### src/hw/lls_map.svh
`ifndef LLS_MAP_SVH
`define LLS_MAP_SVH
// ****************************************************************
// supervisor constants
// ****************************************************************
// missing frame slots before the link counts as lost
`define LLS_LOST_FRAMES 25000
// secure position value meaning "no secure positioning"
`define LLS_SEC_NONE 11'h400
// back-off after zeroing, in full steps
`define LLS_BACKOFF_FS 16'h000A
// half of the positioner range in full steps (plain default)
`define LLS_HALF_RANGE 16'h4000
// identifier kept for command and id-writing frames
`define LLS_ID_RSVD 6'h3C
// command slot pointers of the general-purpose writing frames
`define LLS_PTR_GP2 4'h0
`define LLS_PTR_GP4 4'h1
// number of command slot pointers held
`define LLS_SLOTS 10
// sleep-on-timeout value held through reset, before the configured bit is followed
`define LLS_SLEEP_RST 1'b0
`endif

### src/hw/lls_pkg.sv
// ****************************************************************
// supervisor types
// ****************************************************************
package lls_pkg;

	// fail-safe sequencer states
	typedef enum logic [3:0] {
		ST_IDLE    = 4'b0000,
		ST_DECIDE  = 4'b0001,
		ST_REF_GO  = 4'b0010,
		ST_REF_RUN = 4'b0011,
		ST_ZERO    = 4'b0100,
		ST_BACK_GO = 4'b0101,
		ST_BACK_RN = 4'b0110,
		ST_SEC_GO  = 4'b0111,
		ST_SEC_RUN = 4'b1000,
		ST_FINISH  = 4'b1001,
		ST_STOPPED = 4'b1010,
		ST_SLEEP   = 4'b1011
	} lls_state_e;

	// one motion request towards the motion generator
	typedef struct packed {
		logic        start;
		logic        absolute;
		logic        negative;
		logic        otp_params;
		logic [15:0] target;
		logic [15:0] steps;
	} lls_move_s;

	// configuration bits held outside (otp or ram copy)
	typedef struct packed {
		logic        sleep_on_timeout;
		logic        fail_safe;
		logic        shaft;
		logic [10:0] secure_position;
	} lls_cfg_s;

	// one dynamic identifier write from the frame decoder
	typedef struct packed {
		logic       valid;
		logic [3:0] ptr;
		logic [5:0] id;
	} lls_dyn_wr_s;

endpackage

### src/hw/lls_frame_watch.sv
`timescale 1ns/1ps
`default_nettype none
`include "lls_map.svh"
module lls_frame_watch #(
	parameter int LOST_FRAMES = `LLS_LOST_FRAMES
) (
	input  wire logic clk_in,
	input  wire logic rst_in,
	input  wire logic frame_slot_in,
	input  wire logic frame_valid_in,
	output var  logic link_lost_out,
	output var  logic lost_event_out,
	output var  logic frame_seen_out
);
	logic [15:0] miss_cnt;
	logic        hit_limit;

	// last missing slot of the run reaches the limit
	assign hit_limit = frame_slot_in && !frame_valid_in &&
		(miss_cnt == 16'(LOST_FRAMES - 1));

	// a valid frame restarts the run of missing slots
	always_ff @(posedge clk_in) begin
		if (rst_in || frame_valid_in) begin
			miss_cnt <= 16'h0000;
		end else if (frame_slot_in && !link_lost_out) begin
			miss_cnt <= miss_cnt + 16'h0001;
		end
	end

	// flag: setting wins over clearing by a frame
	always_ff @(posedge clk_in) begin
		if (rst_in) begin
			link_lost_out <= 1'b0;
		end else if (hit_limit) begin
			link_lost_out <= 1'b1;
		end else if (frame_valid_in) begin
			link_lost_out <= 1'b0;
		end
	end

	// one pulse per loss; counter freezes while lost
	always_ff @(posedge clk_in) begin
		if (rst_in) begin
			lost_event_out <= 1'b0;
		end else begin
			lost_event_out <= hit_limit && !link_lost_out;
		end
	end

	// tells startup losses from losses in operation
	always_ff @(posedge clk_in) begin
		if (rst_in) begin
			frame_seen_out <= 1'b0;
		end else if (frame_valid_in) begin
			frame_seen_out <= 1'b1;
		end
	end
endmodule
`default_nettype wire

### src/hw/lls_supervisor.sv
`timescale 1ns/1ps
`default_nettype none
`include "lls_map.svh"
module lls_supervisor #(
	parameter int LOST_FRAMES = `LLS_LOST_FRAMES,
	parameter int SLOTS       = `LLS_SLOTS
) (
	input  wire logic                clk_in,
	input  wire logic                rst_in,
	input  wire logic                frame_slot_in,
	input  wire logic                frame_valid_in,
	input  wire lls_pkg::lls_dyn_wr_s dyn_wr_in,
	input  wire logic [5:0]          rx_id_in,
	input  wire lls_pkg::lls_cfg_s   cfg_in,
	input  wire logic                referenced_in,
	input  wire logic                addr_pin_two_float_in,
	input  wire logic                standby_in,
	input  wire logic                move_done_in,
	input  wire logic                stall_in,
	output var  logic [3:0]          command_slot_pointer_out,
	output var  logic                command_slot_hit_out,
	output var  logic                general_purpose_two_out,
	output var  logic                general_purpose_four_out,
	output var  lls_pkg::lls_move_s  move_out,
	output var  logic                dir_physical_out,
	output var  logic                clear_actual_position_out,
	output var  logic                link_lost_out,
	output var  logic                busy_out,
	output var  logic                stopped_out,
	output var  logic                sleep_out
);
	// ************************************************************
	// helpers
	// ************************************************************

	// 11 bit secure position, two full steps per unit, to full steps
	function automatic logic [15:0] sec_to_fs(input logic [10:0] s);
		sec_to_fs = {{4{s[10]}}, s, 1'b0};
	endfunction

	// secure positioning is wanted unless the position is 0x400
	function automatic logic sec_wanted(input logic [10:0] s);
		sec_wanted = (s != `LLS_SEC_NONE);
	endfunction

	// ************************************************************
	// declarations
	// ************************************************************
	lls_pkg::lls_state_e state;
	lls_pkg::lls_state_e next_state;
	logic [5:0]         slot_id  [SLOTS];
	logic [SLOTS-1:0]   slot_ok;
	logic               lost_event;
	logic               frame_seen;
	logic               sleep_en;
	logic               pin_two_q;
	logic               pin_two_rise;
	logic               cause_pin_two;
	logic               startup_loss;
	logic               sleep_ok;
	logic               trigger;
	logic               wr_ok;
	logic               look_hit;
	logic [3:0]         look_ptr;

	// ************************************************************
	// link watch
	// ************************************************************
	lls_frame_watch #(
		.LOST_FRAMES (LOST_FRAMES)
	) u_watch (
		.clk_in         (clk_in),
		.rst_in         (rst_in),
		.frame_slot_in  (frame_slot_in),
		.frame_valid_in (frame_valid_in),
		.link_lost_out  (link_lost_out),
		.lost_event_out (lost_event),
		.frame_seen_out (frame_seen)
	);

	// ************************************************************
	// dynamic identifier table
	// ************************************************************

	// pointers beyond the table are dropped; the master keeps
	// physical-select ids within eight motors
	assign wr_ok = dyn_wr_in.valid &&
		(dyn_wr_in.ptr < 4'(SLOTS)) &&
		(dyn_wr_in.id != `LLS_ID_RSVD);

	// slot index equals its command slot pointer
	always_ff @(posedge clk_in) begin
		if (rst_in) begin
			slot_ok <= '0;
		end else if (wr_ok) begin
			slot_ok[dyn_wr_in.ptr] <= 1'b1;
		end
	end

	// identifiers themselves need no reset: gated by slot_ok
	always_ff @(posedge clk_in) begin
		if (wr_ok) begin
			slot_id[dyn_wr_in.ptr] <= dyn_wr_in.id;
		end
	end

	// lowest matching slot wins if the master doubles an id
	always_comb begin
		look_hit = 1'b0;
		look_ptr = 4'h0;
		for (int i = SLOTS - 1; i >= 0; i--) begin
			if (slot_ok[i] && slot_id[i] == rx_id_in &&
				rx_id_in != `LLS_ID_RSVD) begin
				look_hit = 1'b1;
				look_ptr = 4'(i);
			end
		end
	end

	// registered lookup result and general-purpose frame flags
	always_ff @(posedge clk_in) begin
		if (rst_in) begin
			command_slot_pointer_out <= 4'h0;
			command_slot_hit_out     <= 1'b0;
			general_purpose_two_out  <= 1'b0;
			general_purpose_four_out <= 1'b0;
		end else begin
			command_slot_pointer_out <= look_ptr;
			command_slot_hit_out     <= look_hit;
			general_purpose_two_out  <= look_hit &&
				look_ptr == `LLS_PTR_GP2;
			general_purpose_four_out <= look_hit &&
				look_ptr == `LLS_PTR_GP4;
		end
	end

	// ************************************************************
	// triggers and configuration
	// ************************************************************

	// held disabled in reset, then follows the configured bit
	always_ff @(posedge clk_in) begin
		if (rst_in) begin
			sleep_en <= `LLS_SLEEP_RST;
		end else begin
			sleep_en <= cfg_in.sleep_on_timeout;
		end
	end

	// edge of the floating address pin starts handling once
	always_ff @(posedge clk_in) begin
		if (rst_in) begin
			pin_two_q <= 1'b0;
		end else begin
			pin_two_q <= addr_pin_two_float_in;
		end
	end

	assign pin_two_rise = addr_pin_two_float_in && !pin_two_q;
	assign trigger      = lost_event || pin_two_rise;

	// remember cause and whether the loss came before any frame
	always_ff @(posedge clk_in) begin
		if (rst_in) begin
			cause_pin_two <= 1'b0;
			startup_loss  <= 1'b0;
		end else if (state == lls_pkg::ST_IDLE && trigger) begin
			cause_pin_two <= !lost_event;
			startup_loss  <= !frame_seen;
		end
	end

	// no sleep while the pin floats but frames still arrive
	assign sleep_ok = (sleep_en || standby_in) &&
		!(cause_pin_two && !link_lost_out);

	// ************************************************************
	// fail-safe sequencer
	// ************************************************************
	always_ff @(posedge clk_in) begin
		if (rst_in) begin
			state <= lls_pkg::ST_IDLE;
		end else begin
			state <= next_state;
		end
	end

	always_comb begin
		next_state = state;
		case (state)
			lls_pkg::ST_IDLE: begin
				if (trigger) begin
					next_state = lls_pkg::ST_DECIDE;
				end
			end
			lls_pkg::ST_DECIDE: begin
				if (startup_loss) begin
					if (cfg_in.fail_safe && !referenced_in) begin
						next_state = lls_pkg::ST_REF_GO;
					end else if (sec_wanted(cfg_in.secure_position)) begin
						next_state = lls_pkg::ST_SEC_GO;
					end else begin
						next_state = lls_pkg::ST_FINISH;
					end
				end else if (referenced_in) begin
					if (sec_wanted(cfg_in.secure_position)) begin
						next_state = lls_pkg::ST_SEC_GO;
					end else begin
						next_state = lls_pkg::ST_FINISH;
					end
				end else if (cfg_in.fail_safe) begin
					next_state = lls_pkg::ST_REF_GO;
				end else begin
					next_state = lls_pkg::ST_FINISH;
				end
			end
			lls_pkg::ST_REF_GO: begin
				next_state = lls_pkg::ST_REF_RUN;
			end
			lls_pkg::ST_REF_RUN: begin
				// a run that ends without stall is taken as the end
				if (stall_in || move_done_in) begin
					next_state = lls_pkg::ST_ZERO;
				end
			end
			lls_pkg::ST_ZERO: begin
				next_state = lls_pkg::ST_BACK_GO;
			end
			lls_pkg::ST_BACK_GO: begin
				next_state = lls_pkg::ST_BACK_RN;
			end
			lls_pkg::ST_BACK_RN: begin
				if (move_done_in) begin
					if (sec_wanted(cfg_in.secure_position)) begin
						next_state = lls_pkg::ST_SEC_GO;
					end else begin
						next_state = lls_pkg::ST_FINISH;
					end
				end
			end
			lls_pkg::ST_SEC_GO: begin
				next_state = lls_pkg::ST_SEC_RUN;
			end
			lls_pkg::ST_SEC_RUN: begin
				if (move_done_in) begin
					next_state = lls_pkg::ST_FINISH;
				end
			end
			lls_pkg::ST_FINISH: begin
				if (sleep_ok) begin
					next_state = lls_pkg::ST_SLEEP;
				end else begin
					next_state = lls_pkg::ST_STOPPED;
				end
			end
			lls_pkg::ST_STOPPED, lls_pkg::ST_SLEEP: begin
				// link back and address known again: resume
				if (frame_valid_in && !addr_pin_two_float_in) begin
					next_state = lls_pkg::ST_IDLE;
				end
			end
			default: begin
				next_state = lls_pkg::ST_IDLE;
			end
		endcase
	end

	// ************************************************************
	// motion requests
	// ************************************************************

	// start is a one-cycle pulse; other fields stand until next
	always_ff @(posedge clk_in) begin
		if (rst_in) begin
			move_out <= '0;
		end else begin
			move_out.start <= 1'b0;
			case (state)
				lls_pkg::ST_REF_GO: begin
					move_out.start      <= 1'b1;
					move_out.absolute   <= 1'b0;
					move_out.negative   <= 1'b1;
					move_out.otp_params <= 1'b1;
					move_out.steps      <= `LLS_HALF_RANGE;
				end
				lls_pkg::ST_BACK_GO: begin
					move_out.start      <= 1'b1;
					move_out.absolute   <= 1'b0;
					move_out.negative   <= 1'b0;
					move_out.steps      <= `LLS_BACKOFF_FS;
				end
				lls_pkg::ST_SEC_GO: begin
					// ram copy is read live, so master updates count;
					// direction and otp use are dropped; steps and the
					// dir_physical_out level stay from the earlier move
					move_out.start      <= 1'b1;
					move_out.absolute   <= 1'b1;
					move_out.negative   <= 1'b0;
					move_out.otp_params <= 1'b0;
					move_out.target   <=
						sec_to_fs(cfg_in.secure_position);
				end
				default: begin
					move_out.start <= 1'b0;
				end
			endcase
		end
	end

	// physical direction of a relative move follows the shaft bit
	always_ff @(posedge clk_in) begin
		if (rst_in) begin
			dir_physical_out <= 1'b0;
		end else if (state == lls_pkg::ST_REF_GO) begin
			dir_physical_out <= !cfg_in.shaft;
		end else if (state == lls_pkg::ST_BACK_GO) begin
			dir_physical_out <= cfg_in.shaft;
		end
	end

	// zeroing pulse once the end stop is reached
	always_ff @(posedge clk_in) begin
		if (rst_in) begin
			clear_actual_position_out <= 1'b0;
		end else begin
			clear_actual_position_out <=
				(state == lls_pkg::ST_ZERO);
		end
	end

	// ************************************************************
	// status levels
	// ************************************************************
	always_ff @(posedge clk_in) begin
		if (rst_in) begin
			busy_out    <= 1'b0;
			stopped_out <= 1'b0;
			sleep_out   <= 1'b0;
		end else begin
			busy_out    <= next_state != lls_pkg::ST_IDLE &&
				next_state != lls_pkg::ST_STOPPED &&
				next_state != lls_pkg::ST_SLEEP;
			stopped_out <= next_state == lls_pkg::ST_STOPPED;
			sleep_out   <= next_state == lls_pkg::ST_SLEEP;
		end
	end
endmodule
`default_nettype wire

### config.mk
export PLATFORM = sky130hd
export DESIGN_NAME = lls_supervisor
export DESIGN_NICKNAME = d
export VERILOG_FILES = /design/src/hw/lls_pkg.sv /design/src/hw/lls_frame_watch.sv /design/src/hw/lls_supervisor.sv
export VERILOG_INCLUDE_DIRS = /design/src /design/src/hw
export SDC_FILE = /design/constraint.sdc
export NUM_CORES = 1
export LEC_CHECK = 0
export ABC_AREA = 1
export BUFFER_PORTS_ARGS = -buffer_cell sky130_fd_sc_hd__buf_2
export CAP_MARGIN = 20
export CORE_ASPECT_RATIO = 0.6
export CORE_MARGIN = 4
export CORE_UTILIZATION = 55
export CTS_CLUSTER_DIAMETER = 120
export DETAILED_ROUTE_END_ITERATION = 8
export HOLD_SLACK_MARGIN = 0.03
export PLACE_DENSITY = 0.82
export SLEW_MARGIN = 20
export SYNTH_ARGS = -nofsm -noshare
export SYNTH_HDL_FRONTEND = slang
export SYNTH_SLANG_ARGS = --single-unit
### constraint.sdc
create_clock -name clk_in -period 2 [get_ports clk_in]
set_input_delay 0.4 -clock clk_in [delete_from_list [all_inputs] [get_ports clk_in]]
set_output_delay 0.4 -clock clk_in [all_outputs]
set_load 0.01 [all_outputs]
==> metrics.yaml, run 1 <==
start_kind: "flip-flop"
rows: 28
netlist_area_um2: 5720
drv_slew: 0
synth_edf_count: 60
diodes: 0
gp_congestion: 0.906
maxCapViolations: 0
port_buffers: 74
htreeDepth: 4
synthToLayoutAreaGrowth_pct: 19.7
p_sw_mw: 1.73
postCtsSetupRepairBufs: 0
period_share: 0.940
final_common_cell: "nand2_1"
syn_inst: 668
crit_path_end_kind: "flip-flop"
seq_area_frac_synth: 0.546
synth_warnings: 0
syn_avg_cell_area_um2: 8.56
synth_cell_types: 44
cp.arrival_ns: 2.18
core_area_um2: 9980
root_buffer: "clkbuf_16"
die_area_um2: 12100
power.density_nw_per_um2: 1000
dp.cells: 875
viasPerCell: 5.39
p_leak_nw: 3.00
cts_hold_buf: 0
fin_skew_ns: 0.00647
max_freq_mhz: 532
ys.flop_type: "dfxtp_1"
clk_path_buf_depth: 2
crit_path_top_delay_cell: "dfxtp_1"
instances_no_fill: 907
wl_mm: 14.4
holdWs_ns: 0.190
crit_type: "flip-flop to flip-flop"
clock_power_share: 0.453
p_sw_frac: 0.252
layout_common_cells: "109 x nand2_1, 107 x nor2_1, 87 x inv_1, 74 x buf_2, 66 x dfxtp_1"
power_frac_seq: 0.423
antenna_found_initial: 0
crit_family: "simple AND/OR/NAND/NOR gates"
slew_headroom: 0.525
final_hold_viol_count: 0
cts.sinks: 126
cpPeakStageDelay_ns: 0.38
worst-path-buf-inv: 1
drc: 0
grt_pass1_wl_mm: 22.9
grt_pass1_vias: 4638
cts_tree: "built"
worstPathMaxFanout: 4
rsz0062_at_grt: "false"
post_drt_wl_per_cell_um: 15.8
dr.pass1.iters: 5
worstMarginPinSlew_ns: 0.711
internal_power_mw: 5.13
dpl.hpwl_mm: 10.2
async_flop_share: 0
clkTransAtPathRegs_ns: 0.05
setup_violations: 0
die_h_um: 87.0
tns_ns: 0
post-route-min-period_ns: 1.88
drt_iter0_drc: 502
combPwrFrac: 0.124
layout-drive-gt1-share: 0.190
cp_data_required_time_ns: 2.30
synth_seq_cells: 126
start_util: 0.573
fin_nets: 800
grt_use_total: 0.244
via_count: 4886
clkLatencyLatePin_ns: 0.41
cts_buffers: 17
drt.antenna.violating_nets: 0
peakVddDrop_v: 0.000649
status: "complete, no violations"
dieWidth_um: 140
grt_max_degree: 23
overflow: 0
ioPinCount: 89
min-delay-path-class: "input port to flip-flop"
path_cells: "ha_1 -> inv_1 -> nor3_4 -> nand2_2 -> nor3_2 -> nand4_2 -> nor2_4 -> nand3_2 -> o21ai_1 -> a21oi_2"
## layer usage
layer  track usage  part of all wire  routed length, um
met5             0                 0                  0
met1         0.322              0.42               6080
met3        0.0735              0.13               1810
met4         0.111             0.022                321
met2         0.374              0.43               6140
## per-stage QoR
step	cell area, um2	util	setup WS [ns]	total power, mW
floorplan	5770	-	0.362	3.49
global placement	6230	0.624	0.0161	3.74
detailed placement	6230	0.624	-0.0529	3.77
CTS	6840	0.685	0.0843	6.87
global route	6840	0.685	0.00264	7.12
finish	6840	0.685	0.121	6.85
## worst min-delay path, delay by kind of cell
| kind | cells | cell delay (ns) |
|---|---|---|
| and+or+nand+nor | 1 | 0.06 |
| buffers and inverters | 2 | 0.11 |
## cell usage after synthesis (all sizes together), types with 2 or more instances
library cell,count,area share
nand2,114,0.077
nor2,111,0.076
inv,94,0.062
dfxtp,66,0.23
edfxtp,60,0.32
o21ai,47,0.041
a21oi,30,0.027
buf,29,0.037
nand3,22,0.020
nor3,21,0.021
o21a,11,0.014
nand4,9,0.011
xor2,9,0.014
o22ai,7,0.0077
a211oi,6,0.0088
nor4,6,0.0066
clkbuf,5,0.0033
or2,5,0.0055
xnor2,4,0.0061
a221oi,2,0.0031
nand3b,2,0.0026
## power by group through the flow
stage	Sequential [mW]	Clock, mW	Combinational, mW
2_1_floorplan	2.96	0	0.534
3_3_place_gp	2.94	0	0.804
3_5_place_dp	2.95	0	0.823
4_1_cts	2.90	3.14	0.832
5_1_grt	2.91	3.26	0.953
6_report	2.90	3.10	0.853
## sequential cells by signal, summed over array words and instances, names as in the netlist
signal,count
busy_out,1
u_watch.link_lost_out,1
pin_two_q,1
sleep_en,1
cause_pin_two,1
slot_id,60
general_purpose_four_out,1
general_purpose_two_out,1
stopped_out,1
u_watch.frame_seen_out,1
command_slot_hit_out,1
sleep_out,1
state,4
slot_ok,10
dir_physical_out,1
move_out,17
startup_loss,1
u_watch.lost_event_out,1
u_watch.miss_cnt,16
command_slot_pointer_out,4
clear_actual_position_out,1
## layout make-up
class | count | area [um2]
clock buffers | 24 | 504
clock inverters | 8 | 101
fillers | 755 | 3140
inverters | 95 | 358
multi-input cells | 426 | 2060
flip-flops and latches | 126 | 3120
well taps | 135 | 169
repair buffers | 93 | 526
## cell families after synthesis
logic type,share of synthesized area
buffers and inverters,0.103
XOR/XNOR,0.0199
AND/OR/NAND/NOR,0.220
flip-flops,0.546
adder cells (fa/ha/maj),0.00219
other,0.000656
AO/OA/AOI/OAI,0.109
## what timing repair did
action / in CTS / in global routing
resized for setup: 0 / 1
endpoints found under the hold margin: 0 / 0
endpoints found under the setup margin: 0 / 1
## final timing paths
check	startpoint	endpoint	slack, ns	depth (start not counted)
worst max register to register	u_watch.miss_cnt[0]	u_watch.miss_cnt[14]	0.12	10
worst max-delay path	u_watch.miss_cnt[0]	u_watch.miss_cnt[14]	0.12	10
worst min-delay path	cfg_in[13]	sleep_en	0.19	3
worst min register to register	u_watch.frame_seen_out	u_watch.frame_seen_out	0.45	2
Note: power is estimated with default switching activity, not from simulation.
==> run 2, diff against run 1 <==
- CORE_UTILIZATION: 55 -> 50
- PLACE_DENSITY: 0.82 -> 0.76
==> metrics.yaml, run 2 (synthesis gave the netlist of run 1 again) <==
status: "complete, no violations"
place_area_um2: 6220
largest_registers: "slot_id: 60 flops, move_out: 17 flops, u_watch.miss_cnt: 16 flops"
crit_type: "flip-flop to flip-flop"
wl_mm: 14.4
maxCapViolations: 0
die_area_um2: 13300
holdWs_ns: 0.187
nFillCells: 851
period_share: 0.898
crit_path_end_kind: "flip-flop"
clock_power_share: 0.441
dieWidth_um: 146
r2r_start: "slot_id[4][5]"
drt_iter0_drc: 460
final_hold_viol_count: 0
fin_nets: 801
place_worst_setup_slack_ns: -0.0735
grt_pass1_wl_mm: 23.4
htreeDepth: 4
tns_ns: 0
drv_slew: 0
post-route-min-period_ns: 1.80
clk_path_buf_depth: 2
overflow: 0
gp_congestion: 0.928
post_drt_wl_per_cell_um: 15.8
total_power_mw: 6.69
start_kind: "flip-flop"
antenna_found_initial: 0
layout_common_cells: "109 x nand2_1, 107 x nor2_1, 87 x inv_1, 74 x buf_2, 66 x dfxtp_1"
finish.utilization: 0.628
worstMarginPinSlew_ns: 0.957
cp.arrival_ns: 2.08
multi_input_area_um2: 2060
power_frac_seq: 0.433
layout-drive-gt1-share: 0.197
setup_violations: 0
diodes: 0
grt_pass1_vias: 4770
instances_no_fill: 912
layout_setup_ws_ns: 0.205
port_buffers: 74
seqCellArea_um2: 3120
synthToLayoutAreaGrowth_pct: 19.2
crit_start: "slot_id[4][5]"
top_register: "slot_id"
cp_data_required_time_ns: 2.29
drt.antenna.violating_nets: 0
max_freq_mhz: 557
cts_hold_buf: 0
ff2ff_setup_slack_ns: 0.20
worstRegToRegCells: 12
clkTransAtPathRegs_ns: 0.06
rsz0062_at_grt: "false"
cts_tree: "built"
combPwrFrac: 0.126
dp.cells: 879
internal_power_mw: 4.92
power.density_nw_per_um2: 982
dpl.hpwl_mm: 10.1
min-delay-path-class: "input port to flip-flop"
p_sw_mw: 1.77
clkLatencyLatePin_ns: 0.41
grt_max_degree: 23
root_buffer: "clkbuf_16"
final_common_cell: "nand2_1"
rows: 29
via_count: 4911
final_area_um2: 6810
viasPerCell: 5.38
grt_use_total: 0.224
dr.pass1.iters: 8
ioPinCount: 89
min_path_cells: 3
fin_skew_ns: 0.00864
reg2reg_to: "command_slot_pointer_out[0]"
start_util: 0.527
crit_path_end: "command_slot_pointer_out[0]"
drc: 0
largest_reg_flops: 60
cts.sinks: 126
peakVddDrop_v: 0.000650
p_sw_frac: 0.265
p_leak_nw: 2.99
slew_headroom: 0.357
cts_buffers: 17
worstPathMaxFanout: 3
die_h_um: 90.8
core_area_um2: 10800
run 2: changes by cell type in the layout (fill, tap and decap cells not counted):
cell        change
nor2_4          -1
buf_4           +2
bufinv_16       -2
clkbuf_1        -3
inv_6           +2
clkbuf_8        +1
buf_12          -1
clkinvlp_4      +2
clkinv_1        -1
clkinv_2        +1
nor2_2          +1
run 2: worst min path at each step:
stage                                 startpoint                     end
after floorplan           u_watch.frame_seen_out  u_watch.frame_seen_out
after global placement    u_watch.frame_seen_out  u_watch.frame_seen_out
after detailed placement  u_watch.frame_seen_out  u_watch.frame_seen_out
after CTS                             cfg_in[13]                sleep_en
after global routing                  cfg_in[13]                sleep_en
final                                 cfg_in[13]                sleep_en
run 2: power by group through the flow:
| stage | logic [mW] | clock network, mW | registers [mW] |
|---|---|---|---|
| after floorplan | 0.534 | 0 | 2.96 |
| after global placement | 0.801 | 0 | 2.94 |
| after detailed placement | 0.818 | 0 | 2.95 |
| after CTS | 0.831 | 2.98 | 2.90 |
| after global routing | 0.948 | 3.11 | 2.91 |
| final | 0.841 | 2.95 | 2.90 |
run 2: area by class of cell:
type / count / area share
flip-flops and latches: 126 / 0.458
well taps: 139 / 0.0255
clock inverters: 10 / 0.0110
clock buffers: 22 / 0.0744
inverters: 95 / 0.0525
repair buffers: 94 / 0.0764
multi-input cells: 426 / 0.302
run 2: metal layers:
layer,global-route usage,routed length (um)
met5,0,0
met4,0.0947,332
met3,0.0627,1560
met2,0.344,6330
met1,0.299,6210
run 2: worst max-delay path: stages, from the launching register on:
cell      delay [ns]
edfxtp_1        0.39
inv_1           0.07
nand2_1         0.05
a221oi_1        0.36
nand2_1         0.14
nor2_1          0.18
inv_1           0.11
nand2_1         0.08
nand2_1         0.05
nand2_1         0.07
nand2_1         0.06
nand2_1         0.07
nor2_1          0.04
run 2: timing repair:
action                                  in CTS  in global routing
buffers inserted                             0                  1
endpoints found under the setup margin       0                  1
resized for setup                            0                  0
endpoints found under the hold margin        0                  0
==> run 3, diff against run 2 <==
- CORE_MARGIN: 4 -> not set
- SLEW_MARGIN: 20 -> not set
==> metrics.yaml, run 3 (synthesis gave the netlist of run 1 again) <==
total_power_mw: 6.51
dpl.hpwl_mm: 10.1
final_hold_viol_count: 0
die_area_um2: 11900
multi_input_area_um2: 2060
setup_violations: 0
viasPerCell: 5.38
worstPathMaxFanout: 4
dieWidth_um: 140
crit_type: "flip-flop to flip-flop"
crit_path_frequent_cell: "nand2_2"
largest_reg_flops: 60
dr.pass1.iters: 6
internal_power_mw: 4.81
post_drt_wl_per_cell_um: 15.3
dp.cells: 878
cpPeakStageDelay_ns: 0.36
cp.arrival_ns: 2.17
nFillCells: 876
grt_pass1_wl_mm: 22.7
maxCapViolations: 0
clk_path_buf_depth: 2
crit_path_end_kind: "flip-flop"
crit_family: "simple AND/OR/NAND/NOR gates"
p_sw_mw: 1.69
slew_headroom: 0.361
peakVddDrop_v: 0.000721
start_kind: "flip-flop"
layout_common_cells: "109 x nand2_1, 106 x nor2_1, 87 x inv_1, 74 x buf_2, 66 x dfxtp_1"
power_frac_seq: 0.445
ioPinCount: 89
drt.antenna.violating_nets: 0
combPwrFrac: 0.128
clkLatencyLatePin_ns: 0.41
post-route-min-period_ns: 1.83
clock_power_share: 0.426
cp_data_required_time_ns: 2.35
period_share: 0.913
port_buffers: 74
cts_hold_buf: 0
antenna_found_initial: 0
p_leak_nw: 2.97
status: "complete, no violations"
fin_nets: 800
layout-drive-gt1-share: 0.194
start_util: 0.527
diodes: 0
rsz0062_at_grt: "false"
fin_skew_ns: 0.0115
max_freq_mhz: 548
drv_slew: 0
synthToLayoutAreaGrowth_pct: 18.3
cts_buffers: 17
p_sw_frac: 0.261
final_common_cell: "nand2_1"
die_h_um: 84.8
crit_path_top_delay_cell: "dfxtp_1"
cts_tree: "built"
root_buffer: "clkbuf_16"
via_count: 4905
gp_congestion: 0.870
htreeDepth: 4
largest_registers: "slot_id: 60 flops, move_out: 17 flops, u_watch.miss_cnt: 16 flops"
overflow: 0
instances_no_fill: 911
worstMarginPinSlew_ns: 0.951
core_area_um2: 10800
drc: 0
top_register: "slot_id"
finish.utilization: 0.624
min-delay-path-class: "input port to flip-flop"
cts.sinks: 126
seqCellArea_um2: 3120
grt_max_degree: 23
rows: 29
grt_pass1_vias: 4674
path_cells: "ha_1 -> inv_1 -> nor3_4 -> nand2_2 -> nor3_2 -> nand4_2 -> nor2_2 -> nand3_2 -> clkinv_2 -> nand2_2 -> a21oi_2"
wl_mm: 14.0
drt_iter0_drc: 495
clkTransAtPathRegs_ns: 0.06
power.density_nw_per_um2: 962
grt_use_total: 0.252
worst-path-buf-inv: 2
## run 3: changes by cell type in the layout (fill, tap and decap cells not counted), sizes merged
cell | previous run | this run
buf | 94 | 92
clkbuf | 22 | 24
inv | 97 | 98
clkinvlp | 2 | 0
## run 3: final timing paths
kind	from	cells past startpoint	slack, ns	to
max reg2reg	u_watch.miss_cnt[1]	11	0.17	u_watch.miss_cnt[14]
max	u_watch.miss_cnt[1]	11	0.17	u_watch.miss_cnt[14]
min reg2reg	u_watch.frame_seen_out	2	0.45	u_watch.frame_seen_out
min	cfg_in[13]	3	0.20	sleep_en
## run 3: area by class of cell
class,count,share of cell area
multi-input combinational,426,0.304
clock buffer,23,0.0714
tap,139,0.0257
timing repair buffer,93,0.0758
clock inverter,9,0.00832
inverter,95,0.0529
sequential,126,0.462
## run 3: timing repair
| action | in CTS | in global routing |
|---|---|---|
| buffers inserted | 0 | 0 |
| endpoints found under the setup margin | 0 | 1 |
| resized for setup | 0 | 1 |
## run 3: per-layer routing
layer | up-vias | wire [um] | part of all wire | GRT usage
met5 | - | 0 | 0 | 0
met4 | 0 | 216 | 0.015 | 0.0959
met3 | 23 | 1490 | 0.11 | 0.0677
met2 | 290 | 6040 | 0.43 | 0.386
met1 | 2245 | 6230 | 0.45 | 0.344
li1 | 2347 | - | - | -
## run 3: power groups by stage
stage / logic (mW) / clock network [mW] / registers, mW
finish: 0.833 / 2.77 / 2.90
global route: 0.943 / 2.95 / 2.91
CTS: 0.824 / 2.81 / 2.90
detailed placement: 0.818 / 0 / 2.95
global placement: 0.807 / 0 / 2.94
floorplan: 0.534 / 0 / 2.96
## run 3: stage by stage
stage	TNS (ns)	setup WS, ns	hold WS [ns]	instance area, um2
after floorplan	0	0.362	0.426	5770
after global placement	-0.709	-0.115	0.434	6220
after detailed placement	-3.87	-0.214	0.447	6220
after CTS	0	0.169	0.181	6760
after global routing	0	0.0170	0.187	6770
final	0	0.175	0.196	6770
## run 3: tightest hold or removal path: stages
cell and delay [ns]:
buf_2 0.07, inv_1 0.03, nor2_1 0.06
